===== src/rtl/status_groups_pkg.sv =====
// Purpose: shared constants and carriers for the trigger and measurement status groups
// Assumes: one 20 MHz clock, asynchronous active-high reset
// Notes: the command port stands for the decoded status commands of the host language
package status_groups_pkg;

	// ==========================================================
	// widths and reset values
	localparam int STATUS_WIDTH = 16;
	localparam logic [15:0] RISE_FILTER_RESET = 16'hFFFF;
	localparam logic [15:0] FALL_FILTER_RESET = 16'h0000;
	localparam logic [15:0] EVENT_MASK_RESET = 16'h0000;
	localparam logic [15:0] EVENTS_RESET = 16'h0000;
	localparam logic [15:0] READ_DATA_RESET = 16'h0000;

	// ==========================================================
	// bit positions
	localparam int TRIGGER_LAYER_BIT = 1;
	localparam int BUFFER_FULL_BIT = 9;
	localparam int OPER_WAIT_TRIGGER_BIT = 5;
	localparam logic [15:0] TRIGGER_MASK_WRITABLE = 16'h0002;

	// ==========================================================
	// group indices
	localparam int GROUP_COUNT = 2;
	localparam logic GROUP_TRIGGER = 1'h0;
	localparam logic GROUP_MEASURE = 1'h1;

	// ==========================================================
	// command encodings
	typedef enum logic [1:0] {
		op_write,
		op_read,
		op_preset,
		op_clear_status
	} cmd_op_e;

	typedef enum logic [2:0] {
		reg_live_state,
		reg_rise_filter,
		reg_fall_filter,
		reg_latched_events,
		reg_event_mask
	} reg_sel_e;

	typedef struct packed {
		logic valid;
		cmd_op_e op;
		logic group;
		reg_sel_e sel;
		logic [15:0] data;
	} command_s;

	typedef struct packed {
		logic valid;
		logic error;
		logic [15:0] data;
	} response_s;

endpackage : status_groups_pkg


===== src/rtl/status_group.sv =====
// Purpose: one status group: transition filter, latched events and masked summary
// Assumes: condition bits synchronous to sys_clk
// Notes: first cycle after reset only primes the history, so no false edge is seen
module status_group #(
	parameter int WIDTH = 16
) (
	input wire logic sys_clk,
	input wire logic rst,
	input wire logic [WIDTH-1:0] live_state,
	input wire logic [WIDTH-1:0] rising_edge_filter,
	input wire logic [WIDTH-1:0] falling_edge_filter,
	input wire logic [WIDTH-1:0] event_mask,
	input wire logic clear_events,
	output logic [WIDTH-1:0] latched_events,
	output logic summary
);

	if (WIDTH < 1) begin : gen_width_check
		$error("status_group: WIDTH must be at least 1");
	end

	typedef struct packed {
		logic primed;
		logic [WIDTH-1:0] prev;
		logic [WIDTH-1:0] events;
	} group_state_s;

	group_state_s state;
	group_state_s next_state;
	logic [WIDTH-1:0] rose;
	logic [WIDTH-1:0] fell;

	// ==========================================================
	// edge detection and latching
	always_comb begin
		next_state = state;
		rose = live_state & ~state.prev;
		fell = ~live_state & state.prev;
		if (!state.primed) begin
			rose = '0;
			fell = '0;
		end
		next_state.primed = 1'b1;
		next_state.prev = live_state;
		if (clear_events) begin
			next_state.events = '0;
		end
		// a fresh qualified edge beats a same-cycle clear
		next_state.events = next_state.events
			| (rose & rising_edge_filter)
			| (fell & falling_edge_filter);
	end

	always_ff @(posedge sys_clk or posedge rst) begin
		if (rst) begin
			state <= '0;
		end else begin
			state <= next_state;
		end
	end

	assign latched_events = state.events;
	assign summary = |(state.events & event_mask);

endmodule : status_group


===== src/rtl/trigger_measure_status_groups.sv =====
// Purpose: trigger-layer and measurement status register groups with command access
// Assumes: commands arrive decoded as one-cycle requests on cmd
// Notes: one response per command, one cycle after it is taken
// Summary of operation
// every group register is sixteen bits wide
// condition registers are read-only and follow their live signals
// trigger condition bit 1 follows the trigger layer flag
// measurement condition bit 9 follows the buffer full flag
// rising filter bit set: a 0 to 1 change sets the event bit
// falling filter bit set: a 1 to 0 change sets the event bit
// a position may watch rising, falling or both directions
// filters are writable and readable anytime; reading leaves them unchanged
// reset or preset loads rising filter all ones, falling all zeros
// event bits stay latched until a clearing action
// reading an event register clears all its bits except those with a fresh qualified edge in that cycle
// reset and clear-status also clear the event registers
// masked trigger events are ORed onto the waiting-for-trigger bit
// masked measurement events are ORed onto the measurement summary
// mask bit 0 blocks its event, mask bit 1 passes it
// only trigger mask bit 1 is settable
// masks clear only on reset or writing zero; reads leave them
// a qualified edge in the clear-on-read cycle stays set
// edges are found against last cycle's condition, latched at the clock
module trigger_measure_status_groups (
	input wire logic sys_clk,
	input wire logic rst,
	input wire logic trigger_layer_flag,
	input wire logic buffer_full_flag,
	input wire logic [15:0] measure_conditions,
	input wire status_groups_pkg::command_s cmd,
	output status_groups_pkg::response_s rsp,
	output logic [15:0] oper_condition_part,
	output logic waiting_for_trigger,
	output logic measure_summary
);

	localparam int W = status_groups_pkg::STATUS_WIDTH;

	if (W <= status_groups_pkg::BUFFER_FULL_BIT) begin : gen_width_check
		$error("status width too small for the buffer full bit");
	end

	// ==========================================================
	// state
	typedef struct packed {
		logic [status_groups_pkg::GROUP_COUNT-1:0][W-1:0] rise;
		logic [status_groups_pkg::GROUP_COUNT-1:0][W-1:0] fall;
		logic [status_groups_pkg::GROUP_COUNT-1:0][W-1:0] mask;
		status_groups_pkg::response_s rsp;
	} top_state_s;

	top_state_s state;
	top_state_s next_state;

	logic [status_groups_pkg::GROUP_COUNT-1:0][W-1:0] live;
	logic [status_groups_pkg::GROUP_COUNT-1:0][W-1:0] events;
	logic [status_groups_pkg::GROUP_COUNT-1:0] clear_events;
	logic [status_groups_pkg::GROUP_COUNT-1:0] summary;

	// ==========================================================
	// live condition assembly
	always_comb begin
		live = '0;
		live[status_groups_pkg::GROUP_TRIGGER][status_groups_pkg::TRIGGER_LAYER_BIT] =
			trigger_layer_flag;
		live[status_groups_pkg::GROUP_MEASURE] = measure_conditions;
		live[status_groups_pkg::GROUP_MEASURE][status_groups_pkg::BUFFER_FULL_BIT] =
			buffer_full_flag;
	end

	// ==========================================================
	// per-group event logic
	for (genvar g = 0; g < status_groups_pkg::GROUP_COUNT; g++) begin : gen_group
		status_group #(
			.WIDTH(W)
		) u_group (
			.sys_clk(sys_clk),
			.rst(rst),
			.live_state(live[g]),
			.rising_edge_filter(state.rise[g]),
			.falling_edge_filter(state.fall[g]),
			.event_mask(state.mask[g]),
			.clear_events(clear_events[g]),
			.latched_events(events[g]),
			.summary(summary[g])
		);
	end

	// ==========================================================
	// command decode
	always_comb begin
		next_state = state;
		next_state.rsp.valid = 1'b0;
		next_state.rsp.error = 1'b0;
		clear_events = '0;
		if (cmd.valid) begin
			case (cmd.op)
				status_groups_pkg::op_write: begin
					next_state.rsp.valid = 1'b1;
					case (cmd.sel)
						status_groups_pkg::reg_rise_filter: begin
							next_state.rise[cmd.group] = cmd.data;
						end
						status_groups_pkg::reg_fall_filter: begin
							next_state.fall[cmd.group] = cmd.data;
						end
						status_groups_pkg::reg_event_mask: begin
							if (cmd.group == status_groups_pkg::GROUP_TRIGGER) begin
								next_state.mask[cmd.group] = cmd.data
									& status_groups_pkg::TRIGGER_MASK_WRITABLE;
							end else begin
								next_state.mask[cmd.group] = cmd.data;
							end
						end
						default: begin
							// condition and event registers cannot be written
							next_state.rsp.error = 1'b1;
						end
					endcase
				end
				status_groups_pkg::op_read: begin
					next_state.rsp.valid = 1'b1;
					case (cmd.sel)
						status_groups_pkg::reg_live_state: begin
							next_state.rsp.data = live[cmd.group];
						end
						status_groups_pkg::reg_rise_filter: begin
							next_state.rsp.data = state.rise[cmd.group];
						end
						status_groups_pkg::reg_fall_filter: begin
							next_state.rsp.data = state.fall[cmd.group];
						end
						status_groups_pkg::reg_latched_events: begin
							next_state.rsp.data = events[cmd.group];
							clear_events[cmd.group] = 1'b1;
						end
						status_groups_pkg::reg_event_mask: begin
							next_state.rsp.data = state.mask[cmd.group];
						end
						default: begin
							next_state.rsp.data = status_groups_pkg::READ_DATA_RESET;
							next_state.rsp.error = 1'b1;
						end
					endcase
				end
				status_groups_pkg::op_preset: begin
					next_state.rsp.valid = 1'b1;
					for (int i = 0; i < status_groups_pkg::GROUP_COUNT; i++) begin
						next_state.rise[i] = status_groups_pkg::RISE_FILTER_RESET;
						next_state.fall[i] = status_groups_pkg::FALL_FILTER_RESET;
					end
				end
				status_groups_pkg::op_clear_status: begin
					next_state.rsp.valid = 1'b1;
					clear_events = '1;
				end
				default: begin
					next_state.rsp.valid = 1'b1;
					next_state.rsp.error = 1'b1;
				end
			endcase
		end
	end

	always_ff @(posedge sys_clk or posedge rst) begin
		if (rst) begin
			for (int i = 0; i < status_groups_pkg::GROUP_COUNT; i++) begin
				state.rise[i] <= status_groups_pkg::RISE_FILTER_RESET;
				state.fall[i] <= status_groups_pkg::FALL_FILTER_RESET;
				state.mask[i] <= status_groups_pkg::EVENT_MASK_RESET;
			end
			state.rsp.valid <= 1'b0;
			state.rsp.error <= 1'b0;
			state.rsp.data <= status_groups_pkg::READ_DATA_RESET;
		end else begin
			state <= next_state;
		end
	end

	// ==========================================================
	// outputs
	assign rsp = state.rsp;
	assign waiting_for_trigger = summary[status_groups_pkg::GROUP_TRIGGER];
	assign measure_summary = summary[status_groups_pkg::GROUP_MEASURE];

	always_comb begin
		oper_condition_part = '0;
		oper_condition_part[status_groups_pkg::OPER_WAIT_TRIGGER_BIT] =
			summary[status_groups_pkg::GROUP_TRIGGER];
	end

endmodule : trigger_measure_status_groups


===== config.mk =====
export PLATFORM = sky130hd
export DESIGN_NAME = trigger_measure_status_groups
export DESIGN_NICKNAME = d
export VERILOG_FILES = /design/src/rtl/status_groups_pkg.sv /design/src/rtl/status_group.sv /design/src/rtl/trigger_measure_status_groups.sv
export SDC_FILE = /design/constraint.sdc
export NUM_CORES = 1
export LEC_CHECK = 0
export BUFFER_PORTS_ARGS = -buffer_cell sky130_fd_sc_hd__buf_2
export CAP_MARGIN = 0
export CORE_MARGIN = 4
export CORE_UTILIZATION = 40
export CTS_BUF_LIST = sky130_fd_sc_hd__clkbuf_8
export CTS_CLUSTER_DIAMETER = 50
export DETAILED_ROUTE_END_ITERATION = 10
export PLACE_DENSITY = 0.66
export SYNTH_ARGS = -nofsm -noshare
export SYNTH_HDL_FRONTEND = slang
export SYNTH_SLANG_ARGS = --single-unit

===== constraint.sdc =====
create_clock -name sys_clk -period 11.8 [get_ports sys_clk]
set_clock_uncertainty 0.05 [all_clocks]
set_input_delay 1.18 -clock sys_clk [delete_from_list [all_inputs] [get_ports sys_clk]]
set_output_delay 1.18 -clock sys_clk [all_outputs]
set_load 0.05 [all_outputs]

==> results.py, run 1 <==
metrics = {
    "sta": {
        "max_slew_margin": 0.244,
        "finalCritPeriodShare": 0.290,
        "hold_ws_ps": 432,
        "final.setup.worst_slack_ps": 8380,
        "hold_viol_final": 0,
        "setup_violations": 0,
        "finalCriticalPeriod_ps": 3420,
        "slew_viol_final": 0,
        "grt_setup_unrepaired": "no",
        "tns_ps": 0,
        "fmax_mhz": 293,
        "worstMarginPinSlew_ps": 1130,
    },
    "detailed_routing": {
        "routed_wl_mm": 18.0,
        "detail-route-antenna-nets": 0,
        "top_layer": "met4",
        "route.detailed.drc": 0,
        "vias": 4909,
        "wl_per_cell_um": 20.8,
        "first_pass_iters": 5,
        "wl_met3_um": 943,
        "via_per_inst": 5.69,
        "drt_iter0_markers": 376,
        "wl_met2_mm": 8.82,
        "wl_met1_mm": 7.69,
    },
    "logic_synthesis": {
        "yosys_warnings": 0,
        "synth-seq-area-share": 0.558,
        "synth.area.mux_share": 0.111,
        "synth_most_common_cell": "dfrtp_1",
        "synth_top_area_frac": 0.433,
        "yosysUniqueCellTypes": 44,
        "ys_ff_latch": 149,
        "syn_inst": 580,
        "synth_top_family_by_area": "compound AO/OA/AOI/OAI gates",
        "synth-simple-area-share": 0.102,
        "synth_edf_count": 0,
        "synth.area.top_cells": "dfrtp_1 43%, dfstp_2 12%, a22o_1 6.9%",
        "synth.cell_area_sq_um": 6760,
        "syn_area_per_cell_sq_um": 11.6,
        "synth_top_flop_cell": "dfrtp_1",
        "yosys.area.top_type": "dfrtp_1",
        "synthArstFlopShare": 1.00,
        "synth_fa_ha_area_frac": 0,
        "synth-compound-area-share": 0.184,
        "ys_top_cells_by_count": "117 x dfrtp_1, 62 x nand2_1, 53 x a22o_1",
        "synth-xor-area-share": 0,
    },
    "cts": {
        "cts_root_buf": "clkbuf_8",
        "clockBufferDepth": 2,
        "cts_tree": "done",
        "hold_buffers": 0,
        "htreeDepth": 4,
        "cts-resized-gates": 0,
        "cts.sinks": 149,
        "post_cts_buffers": 0,
        "worstSkewPairLatency_ps": 470,
        "clk_pin_slew_ps": 80,
        "numCtsBuffers": 17,
    },
    "grt": {
        "grt_pass1_vias": 5016,
        "grt_max_degree": 87,
        "gr-total-overflow": 0,
        "grt_use_total": 0.197,
        "antenna_found_initial": 0,
        "grt_pass1_wl_mm": 28.0,
    },
    "pwr": {
        "p_leak_nw": 3.48,
        "power.density_nw_per_um2": 164,
        "peakVddDrop_mv": 0.102,
    },
    "final_layout": {
        "fin_nets": 673,
        "fin_util": 0.460,
        "n_antenna_cell": 0,
        "layout-drive-gt1-share": 0.269,
        "area_delta_synth_final_pct": 12.9,
    },
    "worst_setup_path": {
        "cp.arrival_ps": 3710,
        "crit_path_start_kind": "primary input",
        "crit_chain": "buf_2 -> nor3b_4 -> nand3_1 -> mux2_1",
        "r2r-start": "gen_group[1].u_group.state[32]",
        "crit_start": "cmd[18]",
        "critical_path_required_ps": 12090,
        "crit_path_top_delay_cell": "nor3b_4",
        "crit_type": "primary input to flip-flop",
        "cp-end-kind": "flip-flop",
        "crit_fanout": 16,
        "slowest_delay_ps": 960,
    },
    "min_path": {
        "hp-start": "state[87]",
        "worstHoldPathType": "flip-flop to flip-flop",
    },
    "floorplan": {
        "dieArea_sq_um": 19000,
        "initial_core_util": 0.407,
        "core_area_sq_um": 16600,
        "rows": 47,
        "die_x_um": 138,
        "fp.dieH_um": 138,
        "io_pins": 79,
    },
    "placement": {
        "place_hpwl_mm": 10.9,
        "place_congestion": 0.832,
        "portBuffers": 62,
        "dp_worst_setup_slack_ps": 7950,
    },
    "run_status": {
        "outcome": "finished clean",
    },
    "job": {
        "cap_violations": 0,
    },
}
cell usage in the layout, fill, tap and decap left out, types with 2 or more instances in the layout:
master	Yosys	routed
nor2_1	22	21
nand2_1	62	62
clkinv_4	0	3
and2_1	16	16
conb_1	2	16
mux2_1	7	7
buf_4	17	7
nand2b_1	3	3
o22ai_1	29	29
a221oi_1	18	18
o21ai_2	1	4
nor2b_1	3	2
mux2i_1	36	36
inv_6	0	2
a22oi_1	15	15
o21ai_0	39	39
a21oi_1	2	2
clkinvlp_4	0	4
nor4_1	2	2
clkbuf_8	0	19
nor4_4	2	2
o21ai_1	19	16
mux2_4	10	10
dfrtp_1	117	117
bufinv_16	0	4
buf_2	12	62
mux2_2	14	14
nand3_1	2	2
a22o_1	53	53
dfstp_2	32	32
nand3b_1	7	7
layout make-up:
| type | instances | area, sq um |
|---|---|---|
| inverter | 2 | 12.5 |
| sequential | 149 | 3770 |
| tap | 220 | 275 |
| fill | 1510 | 8950 |
| multi-input combinational | 391 | 2750 |
| timing repair buffer | 69 | 363 |
| clock buffer | 19 | 262 |
| clock inverter | 13 | 196 |
final timing paths:
| check | to | depth (start not counted) | slack (ps) |
|---|---|---|---|
| setup / recovery | flip-flop | 4 | 8380 |
| hold / removal | state[87] | 2 | 430 |
| setup reg to reg | gen_group[0].u_group.latched_events[1] | 1 | 10420 |
| hold reg to reg | state[87] | 2 | 430 |
| max in group asynchronous | state[74] | 3 | 9490 |
| min in group asynchronous | rsp[11] | 2 | 740 |
kinds of logic after synthesis:
kind of cell	Yosys count
mux	67
buf+inv	54
other cells	2
flops	149
simple gates	130
compound gates	178
worst max-delay path: cells and delay by family:
family                 cells  cell delay [ps]
muxes                      1              540
buffers and inverters      1              210
and+or+nand+nor            2             1770
flip-flops by register name (all words and copies together), names as in the netlist, named ones only:
| register | flops |
|---|---|
| state | 94 |
| gen_group.u_group.latched_events | 17 |
| rsp | 18 |
| gen_group.u_group.state | 18 |
per-stage QoR:
step	power [mW]	area [sq um]	cells
floorplan	0.756	6810	594
global placement	0.804	7170	831
detailed placement	0.812	7170	831
CTS	1.25	7630	863
global route	1.30	7630	863
finish	1.25	7630	863
routing by layer:
metal	up-vias	global-route usage
met5	-	0
met4	0	0.0900
met3	40	0.0388
met2	157	0.323
met1	2497	0.254
li1	2215	-
power by group:
group	leakage, nW	switching, mW	internal, mW
logic	1.37	0.118	0.0669
registers	1.89	0.0415	0.577
clock network	0.217	0.202	0.244
Power figures use the tool's default switching activity.
==> run 2, diff against run 1 <==
ABC_AREA = 1   (was unset)
clock period = 3.6 ns   (was 11.8 ns; I/O delays follow)
==> run 2 against run 1 <==
  * Sequential power increased to 3.5 times the previous value
  * Hold slack worse by 420 ps
  * Non-clock buffer count up 25
  * Sequential share of layout area down 5.2 points
  * Worst setup slack lost 7000 ps
  * Global-route usage grew 1.5 points
  * Area after synthesis is 9.8% higher
  * Clock-buffer cell count rose by 2
  * Clock power grew to 3.4 times the previous value
  * Sequential cell count unchanged
==> results.py, run 2 <==
metrics = {
    "run_status": {
        "outcome": "finished clean",
    },
    "sta": {
        "grt_setup_unrepaired": "no",
        "finalCriticalPeriod_ps": 2190,
        "worstMarginPinSlew_ps": 877,
        "tns_ps": 0,
        "max_slew_margin": 0.416,
        "fmax_mhz": 458,
        "finalCritPeriodShare": 0.607,
        "hold_viol_final": 0,
        "slew_viol_final": 0,
        "setup_violations": 0,
    },
    "floorplan": {
        "rows": 49,
        "die_x_um": 144,
        "initial_core_util": 0.410,
        "fp.dieH_um": 144,
        "dieArea_sq_um": 20800,
        "core_area_sq_um": 18100,
        "io_pins": 79,
    },
    "cts": {
        "clockBufferDepth": 2,
        "worstSkewPairLatency_ps": 470,
        "clk_pin_slew_ps": 80,
        "cts-resized-gates": 0,
        "post_cts_buffers": 0,
        "cts_root_buf": "clkbuf_8",
        "cts_tree": "done",
        "htreeDepth": 4,
        "hold_buffers": 12,
        "cts.sinks": 149,
        "numCtsBuffers": 17,
    },
    "grt": {
        "antenna_found_initial": 0,
        "grt_max_degree": 150,
        "grt_pass1_vias": 6286,
        "gr-total-overflow": 0,
        "grt_use_total": 0.212,
        "grt_pass1_wl_mm": 33.7,
    },
    "logic_synthesis": {
        "syn_inst": 995,
        "synth-simple-area-share": 0.326,
        "yosysUniqueCellTypes": 27,
        "yosys_warnings": 0,
        "synth.area.mux_share": 0,
        "synth_most_common_cell": "nand2_1",
        "synth_top_family_by_area": "simple AND/OR/NAND/NOR gates",
        "synth_edf_count": 0,
        "ys_ff_latch": 149,
        "synth-compound-area-share": 0.0843,
        "synth-xor-area-share": 0,
        "synth-seq-area-share": 0.508,
        "synth_top_flop_cell": "dfrtp_1",
        "synth_top_area_frac": 0.395,
        "synthArstFlopShare": 1.00,
        "synth_fa_ha_area_frac": 0,
        "synth.cell_area_sq_um": 7420,
        "yosys.area.top_type": "dfrtp_1",
        "syn_area_per_cell_sq_um": 7.46,
        "ys_top_cells_by_count": "478 x nand2_1, 117 x dfrtp_1, 71 x inv_1",
        "synth.area.top_cells": "dfrtp_1 39%, nand2_1 24%, dfstp_2 11%",
    },
    "final_layout": {
        "largest_reg_flops": 94,
        "n_antenna_cell": 0,
        "layout.cells.most_common": "nand2_1",
        "most-common-layout-cells": "478 x nand2_1, 117 x dfrtp_1, 72 x inv_1",
        "fillers": 1819,
        "stdcell_area_sq_um": 8520,
        "area_delta_synth_final_pct": 14.8,
        "largest_register": "state",
        "layout-drive-gt1-share": 0.148,
        "fin_nets": 1108,
        "reg.largest.list": "state x94, gen_group.u_group.state x18, rsp x18",
    },
    "pwr": {
        "p_clk_frac": 0.333,
        "power.density_nw_per_um2": 541,
        "intPower_mw": 3.18,
        "p_seq_frac": 0.474,
        "p_comb_frac": 0.194,
        "peakVddDrop_mv": 0.265,
        "p_leak_nw": 4.61,
        "netSwitchingPower_mw": 1.42,
        "switching_share": 0.309,
    },
    "job": {
        "cap_violations": 0,
    },
    "worst_setup_path": {
        "cp.arrival_ps": 1780,
        "r2r_cells": 2,
        "crit_path_start_kind": "flip-flop",
        "endpoint": "measure_summary",
        "crit_start": "gen_group[1].u_group.latched_events[1]",
        "crit_fanout": 3,
        "crit_type": "flip-flop to output port",
        "critical_path_required_ps": 3190,
        "cp-end-kind": "output port",
        "r2r_setup_slack_ps": 2260,
        "r2r-start": "gen_group[1].u_group.state[32]",
        "r2r-end": "gen_group[1].u_group.latched_events[14]",
    },
    "detailed_routing": {
        "top_layer": "met4",
        "via_per_inst": 5.03,
        "detail-route-antenna-nets": 0,
        "wl_per_cell_um": 16.3,
        "vias": 6568,
        "wl_met2_mm": 9.91,
        "wl_met3_mm": 1.40,
        "first_pass_iters": 7,
        "wl_met1_mm": 9.48,
        "drt_iter0_markers": 613,
        "route.detailed.drc": 0,
        "routed_wl_mm": 21.3,
    },
    "placement": {
        "placed_cell_area_sq_um": 7900,
        "place_hpwl_mm": 14.0,
        "place_congestion": 0.867,
        "portBuffers": 62,
    },
    "min_path": {
        "worstHoldPathType": "primary input to async pin",
    },
}
-- run 2: kinds of logic after synthesis --
| group | Yosys count |
|---|---|
| other | 2 |
| DFF | 149 |
| AOI/OAI and AO/OA | 113 |
| and+or+nand+nor | 598 |
| buffers and inverters | 133 |
-- run 2: area by class of cell --
class,instances,area [sq um],area share
clock buffers,21,289,0.0339
clock inverters,11,180,0.0212
inverters,76,289,0.0339
multi-input cells,727,3100,0.364
flip-flops and latches,149,3770,0.442
well taps,229,287,0.0336
repair buffers,94,601,0.0705
-- run 2: through the flow --
step | total power [mW] | hold slack, ps | setup slack, ps | utilization | instances
2_1_floorplan | 2.83 | 341 | 1340 | - | 1009
3_3_place_gp | 3.07 | 411 | 1140 | 0.437 | 1260
3_5_place_dp | 3.09 | 410 | 1090 | 0.437 | 1260
4_1_cts | 4.62 | 2.50 | 1380 | 0.469 | 1304
5_1_grt | 4.84 | 6.05 | 1300 | 0.471 | 1307
6_report | 4.60 | 13.2 | 1410 | 0.471 | 1307
-- run 2: how the worst min path moves through the flow --
stage	start	to	slack, ps	cells after the start
floorplan	trigger_layer_flag	gen_group[0].u_group.state[17]	340	0
global placement	rsp[10]	rsp[10]	410	2
detailed placement	rsp[10]	rsp[10]	410	2
CTS	buffer_full_flag	gen_group[1].u_group.state[25]	3	1
global route	measure_conditions[8]	gen_group[1].u_group.state[24]	6	1
finish	rst	rsp[3]	10	3
-- run 2: power by group through the flow --
stage	sequential, mW	combinational, mW	clock, mW
floorplan	2.27	0.558	0
global placement	2.21	0.864	0
detailed placement	2.21	0.879	0
CTS	2.18	0.893	1.54
global route	2.22	1.01	1.62
finish	2.18	0.891	1.53
-- run 2: critical path, cell delays in order (launching register included) --
cell	delay [ps]
dfrtp_1	410
nand2_1	100
nand4_1	130
nor3_1	230
nand3_1	170
buf_2	260
-- run 2: routing by layer --
metal  up-vias  GRT usage
met3        46     0.0552
li1       3187          -
met5         -          0
met1      3135      0.283
met2       200      0.341
met4         0     0.0682
==> run 3, diff against run 2 <==
PLACE_DENSITY = 0.68   (was 0.66)
clock period = 1.8 ns   (was 3.6 ns; I/O delays follow)
==> run 3 against run 2 <==
  * The run now ends with setup timing left
  * First-iteration DRC count increased by 18%
  * Total power increased by 91%
  * Sequential cell count unchanged
  * Sequential power increased by 100%
  * Clock-buffer cell count decreased by 1
  * Sequential share of layout area decreased by 1.6 points
  * Final area increased by 3.8%
==> results.py, run 3 (same netlist as run 2, synthesis figures left out) <==
metrics = {
    "sta": {
        "max_slew_margin": 0.544,
        "finalCriticalPeriod_ps": 1920,
        "hold_viol_final": 0,
        "final.setup.worst_slack_ps": -118,
        "finalCritPeriodShare": 1.07,
        "setup_violations": 1,
        "slew_viol_final": 0,
        "grt_setup_unrepaired": "yes",
        "worstMarginPinSlew_ps": 683,
        "fmax_mhz": 521,
    },
    "final_layout": {
        "ff_latch_area_sq_um": 3770,
        "layout-drive-gt1-share": 0.159,
        "layout.cells.most_common": "nand2_1",
        "reg.largest.list": "state x94, gen_group.u_group.state x18, rsp x18",
        "area_delta_synth_final_pct": 19.2,
        "n_antenna_cell": 0,
        "fillers": 1776,
        "final_cells": 1345,
        "fin_util": 0.489,
        "fin_nets": 1146,
        "multi_input_comb_area_sq_um": 3100,
        "largest_register": "state",
        "most-common-layout-cells": "478 x nand2_1, 117 x dfrtp_1, 73 x inv_1",
        "largest_reg_flops": 94,
    },
    "placement": {
        "portBuffers": 62,
        "place_hpwl_mm": 14.6,
        "place_congestion": 0.855,
        "placedCellCount": 1275,
    },
    "grt": {
        "gr-total-overflow": 0,
        "grt_use_total": 0.213,
        "grt_pass1_vias": 6354,
        "grt_pass1_wl_mm": 34.2,
        "antenna_found_initial": 0,
        "grt_max_degree": 70,
    },
    "cts": {
        "worstSkewPairLatency_ps": 460,
        "htreeDepth": 4,
        "cts.sinks": 149,
        "numCtsBuffers": 17,
        "cts_root_buf": "clkbuf_8",
        "clockBufferDepth": 2,
        "clk_pin_slew_ps": 80,
        "cts_tree": "done",
    },
    "run_status": {
        "violations": "setup timing",
        "outcome": "finished, violations left",
    },
    "pwr": {
        "peakVddDrop_mv": 0.475,
        "p_leak_nw": 4.77,
        "power_mw": 8.82,
        "power.density_nw_per_um2": 997,
    },
    "detailed_routing": {
        "vias": 6618,
        "detail-route-antenna-nets": 0,
        "drt_iter0_markers": 723,
        "wl_per_cell_um": 15.6,
        "routed_wl_mm": 21.0,
        "first_pass_iters": 5,
        "via_per_inst": 4.92,
        "route.detailed.drc": 0,
    },
    "min_path": {
        "hp-start": "cmd[21]",
        "holdPathEnd": "gen_group[0].u_group.latched_events[1]",
        "hold_path_depth": 4,
        "worstHoldPathType": "primary input to flip-flop",
    },
    "worst_setup_path": {
        "crit_type": "flip-flop to output port",
        "crit_start": "gen_group[1].u_group.latched_events[3]",
        "crit_chain": "nand2_1 -> nand4_1 -> nor3_1 -> nand3_1 -> buf_6",
        "crit_path_top_delay_cell": "dfrtp_1",
        "crit_path_start_kind": "flip-flop",
        "slowest_delay_ps": 420,
        "cp.arrival_ps": 1690,
        "cp-end-kind": "output port",
        "r2r-start": "state[102]",
        "r2r_setup_slack_ps": 560,
        "r2r_cells": 8,
        "crit_fanout": 2,
        "r2r-end": "rsp[4]",
        "critical_path_required_ps": 1570,
    },
    "floorplan": {
        "fp.dieH_um": 144,
        "io_pins": 79,
        "core_area_sq_um": 18100,
        "rows": 49,
        "dieArea_sq_um": 20800,
        "die_x_um": 144,
        "initial_core_util": 0.410,
    },
    "job": {
        "cap_violations": 0,
    },
}
## run 3: cell count changes in the layout (fill, tap and decap cells not counted), moves of 2 or more
cell           before  now
dlygate4sd3_1      15   35
clkinv_2            3    5
buf_4              16   29
bufinv_16           5    2
buf_12              1    6
## run 3: layout make-up
type                       instances  share of cell area
tap                              229              0.0324
sequential                       149               0.426
clock inverter                    12              0.0127
multi-input combinational        727               0.351
clock buffer                      20              0.0311
inverter                          76              0.0327
timing repair buffer             132               0.114
## run 3: layer usage
metal  up-vias  share of wire  GRT usage
met3        48          0.075     0.0446
met5         -              0          0
met2       248           0.45      0.328
met1      3062           0.45      0.301
met4         0          0.026     0.0746
li1       3260              -          -
## run 3: through the flow
stage | setup TNS, ps | worst slack (ps) | hold WS, ps | area (sq um)
3_5_place_dp | 0 | 144 | 107 | 8070
5_1_grt | -149 | -149 | 127 | 8840
6_report | -118 | -118 | 115 | 8840
3_3_place_gp | 0 | 173 | 102 | 8070
4_1_cts | -162 | -162 | 86.3 | 8830
2_1_floorplan | -32630 | -279 | 161 | 7470
## run 3: timing repair
action,CTS,global route
endpoints found under the hold margin,153,0
endpoints found under the setup margin,1,9
pin swaps,3,3
buffers inserted,1,2
gates resized for setup,2,0
hold buffers,35,0
## run 3: how the worst max path moves through the flow
stage,to
after floorplan,async pin
after global placement,state[59]
after detailed placement,state[64]
after CTS,measure_summary
after global routing,measure_summary
final,measure_summary
## run 3: where the power goes
part | total [mW] | internal, mW | switching [mW]
logic | 1.90 | 0.654 | 1.25
registers | 4.38 | 4.01 | 0.368
clock network | 2.54 | 1.31 | 1.22
total | 8.82 | 5.98 | 2.84
## run 3: worst max-delay path, delay by kind of cell (launching register included)
family / cells / cell delay, ps
buffers and inverters: 1 / 190
flip-flops: 1 / 420
AND/OR/NAND/NOR: 4 / 620
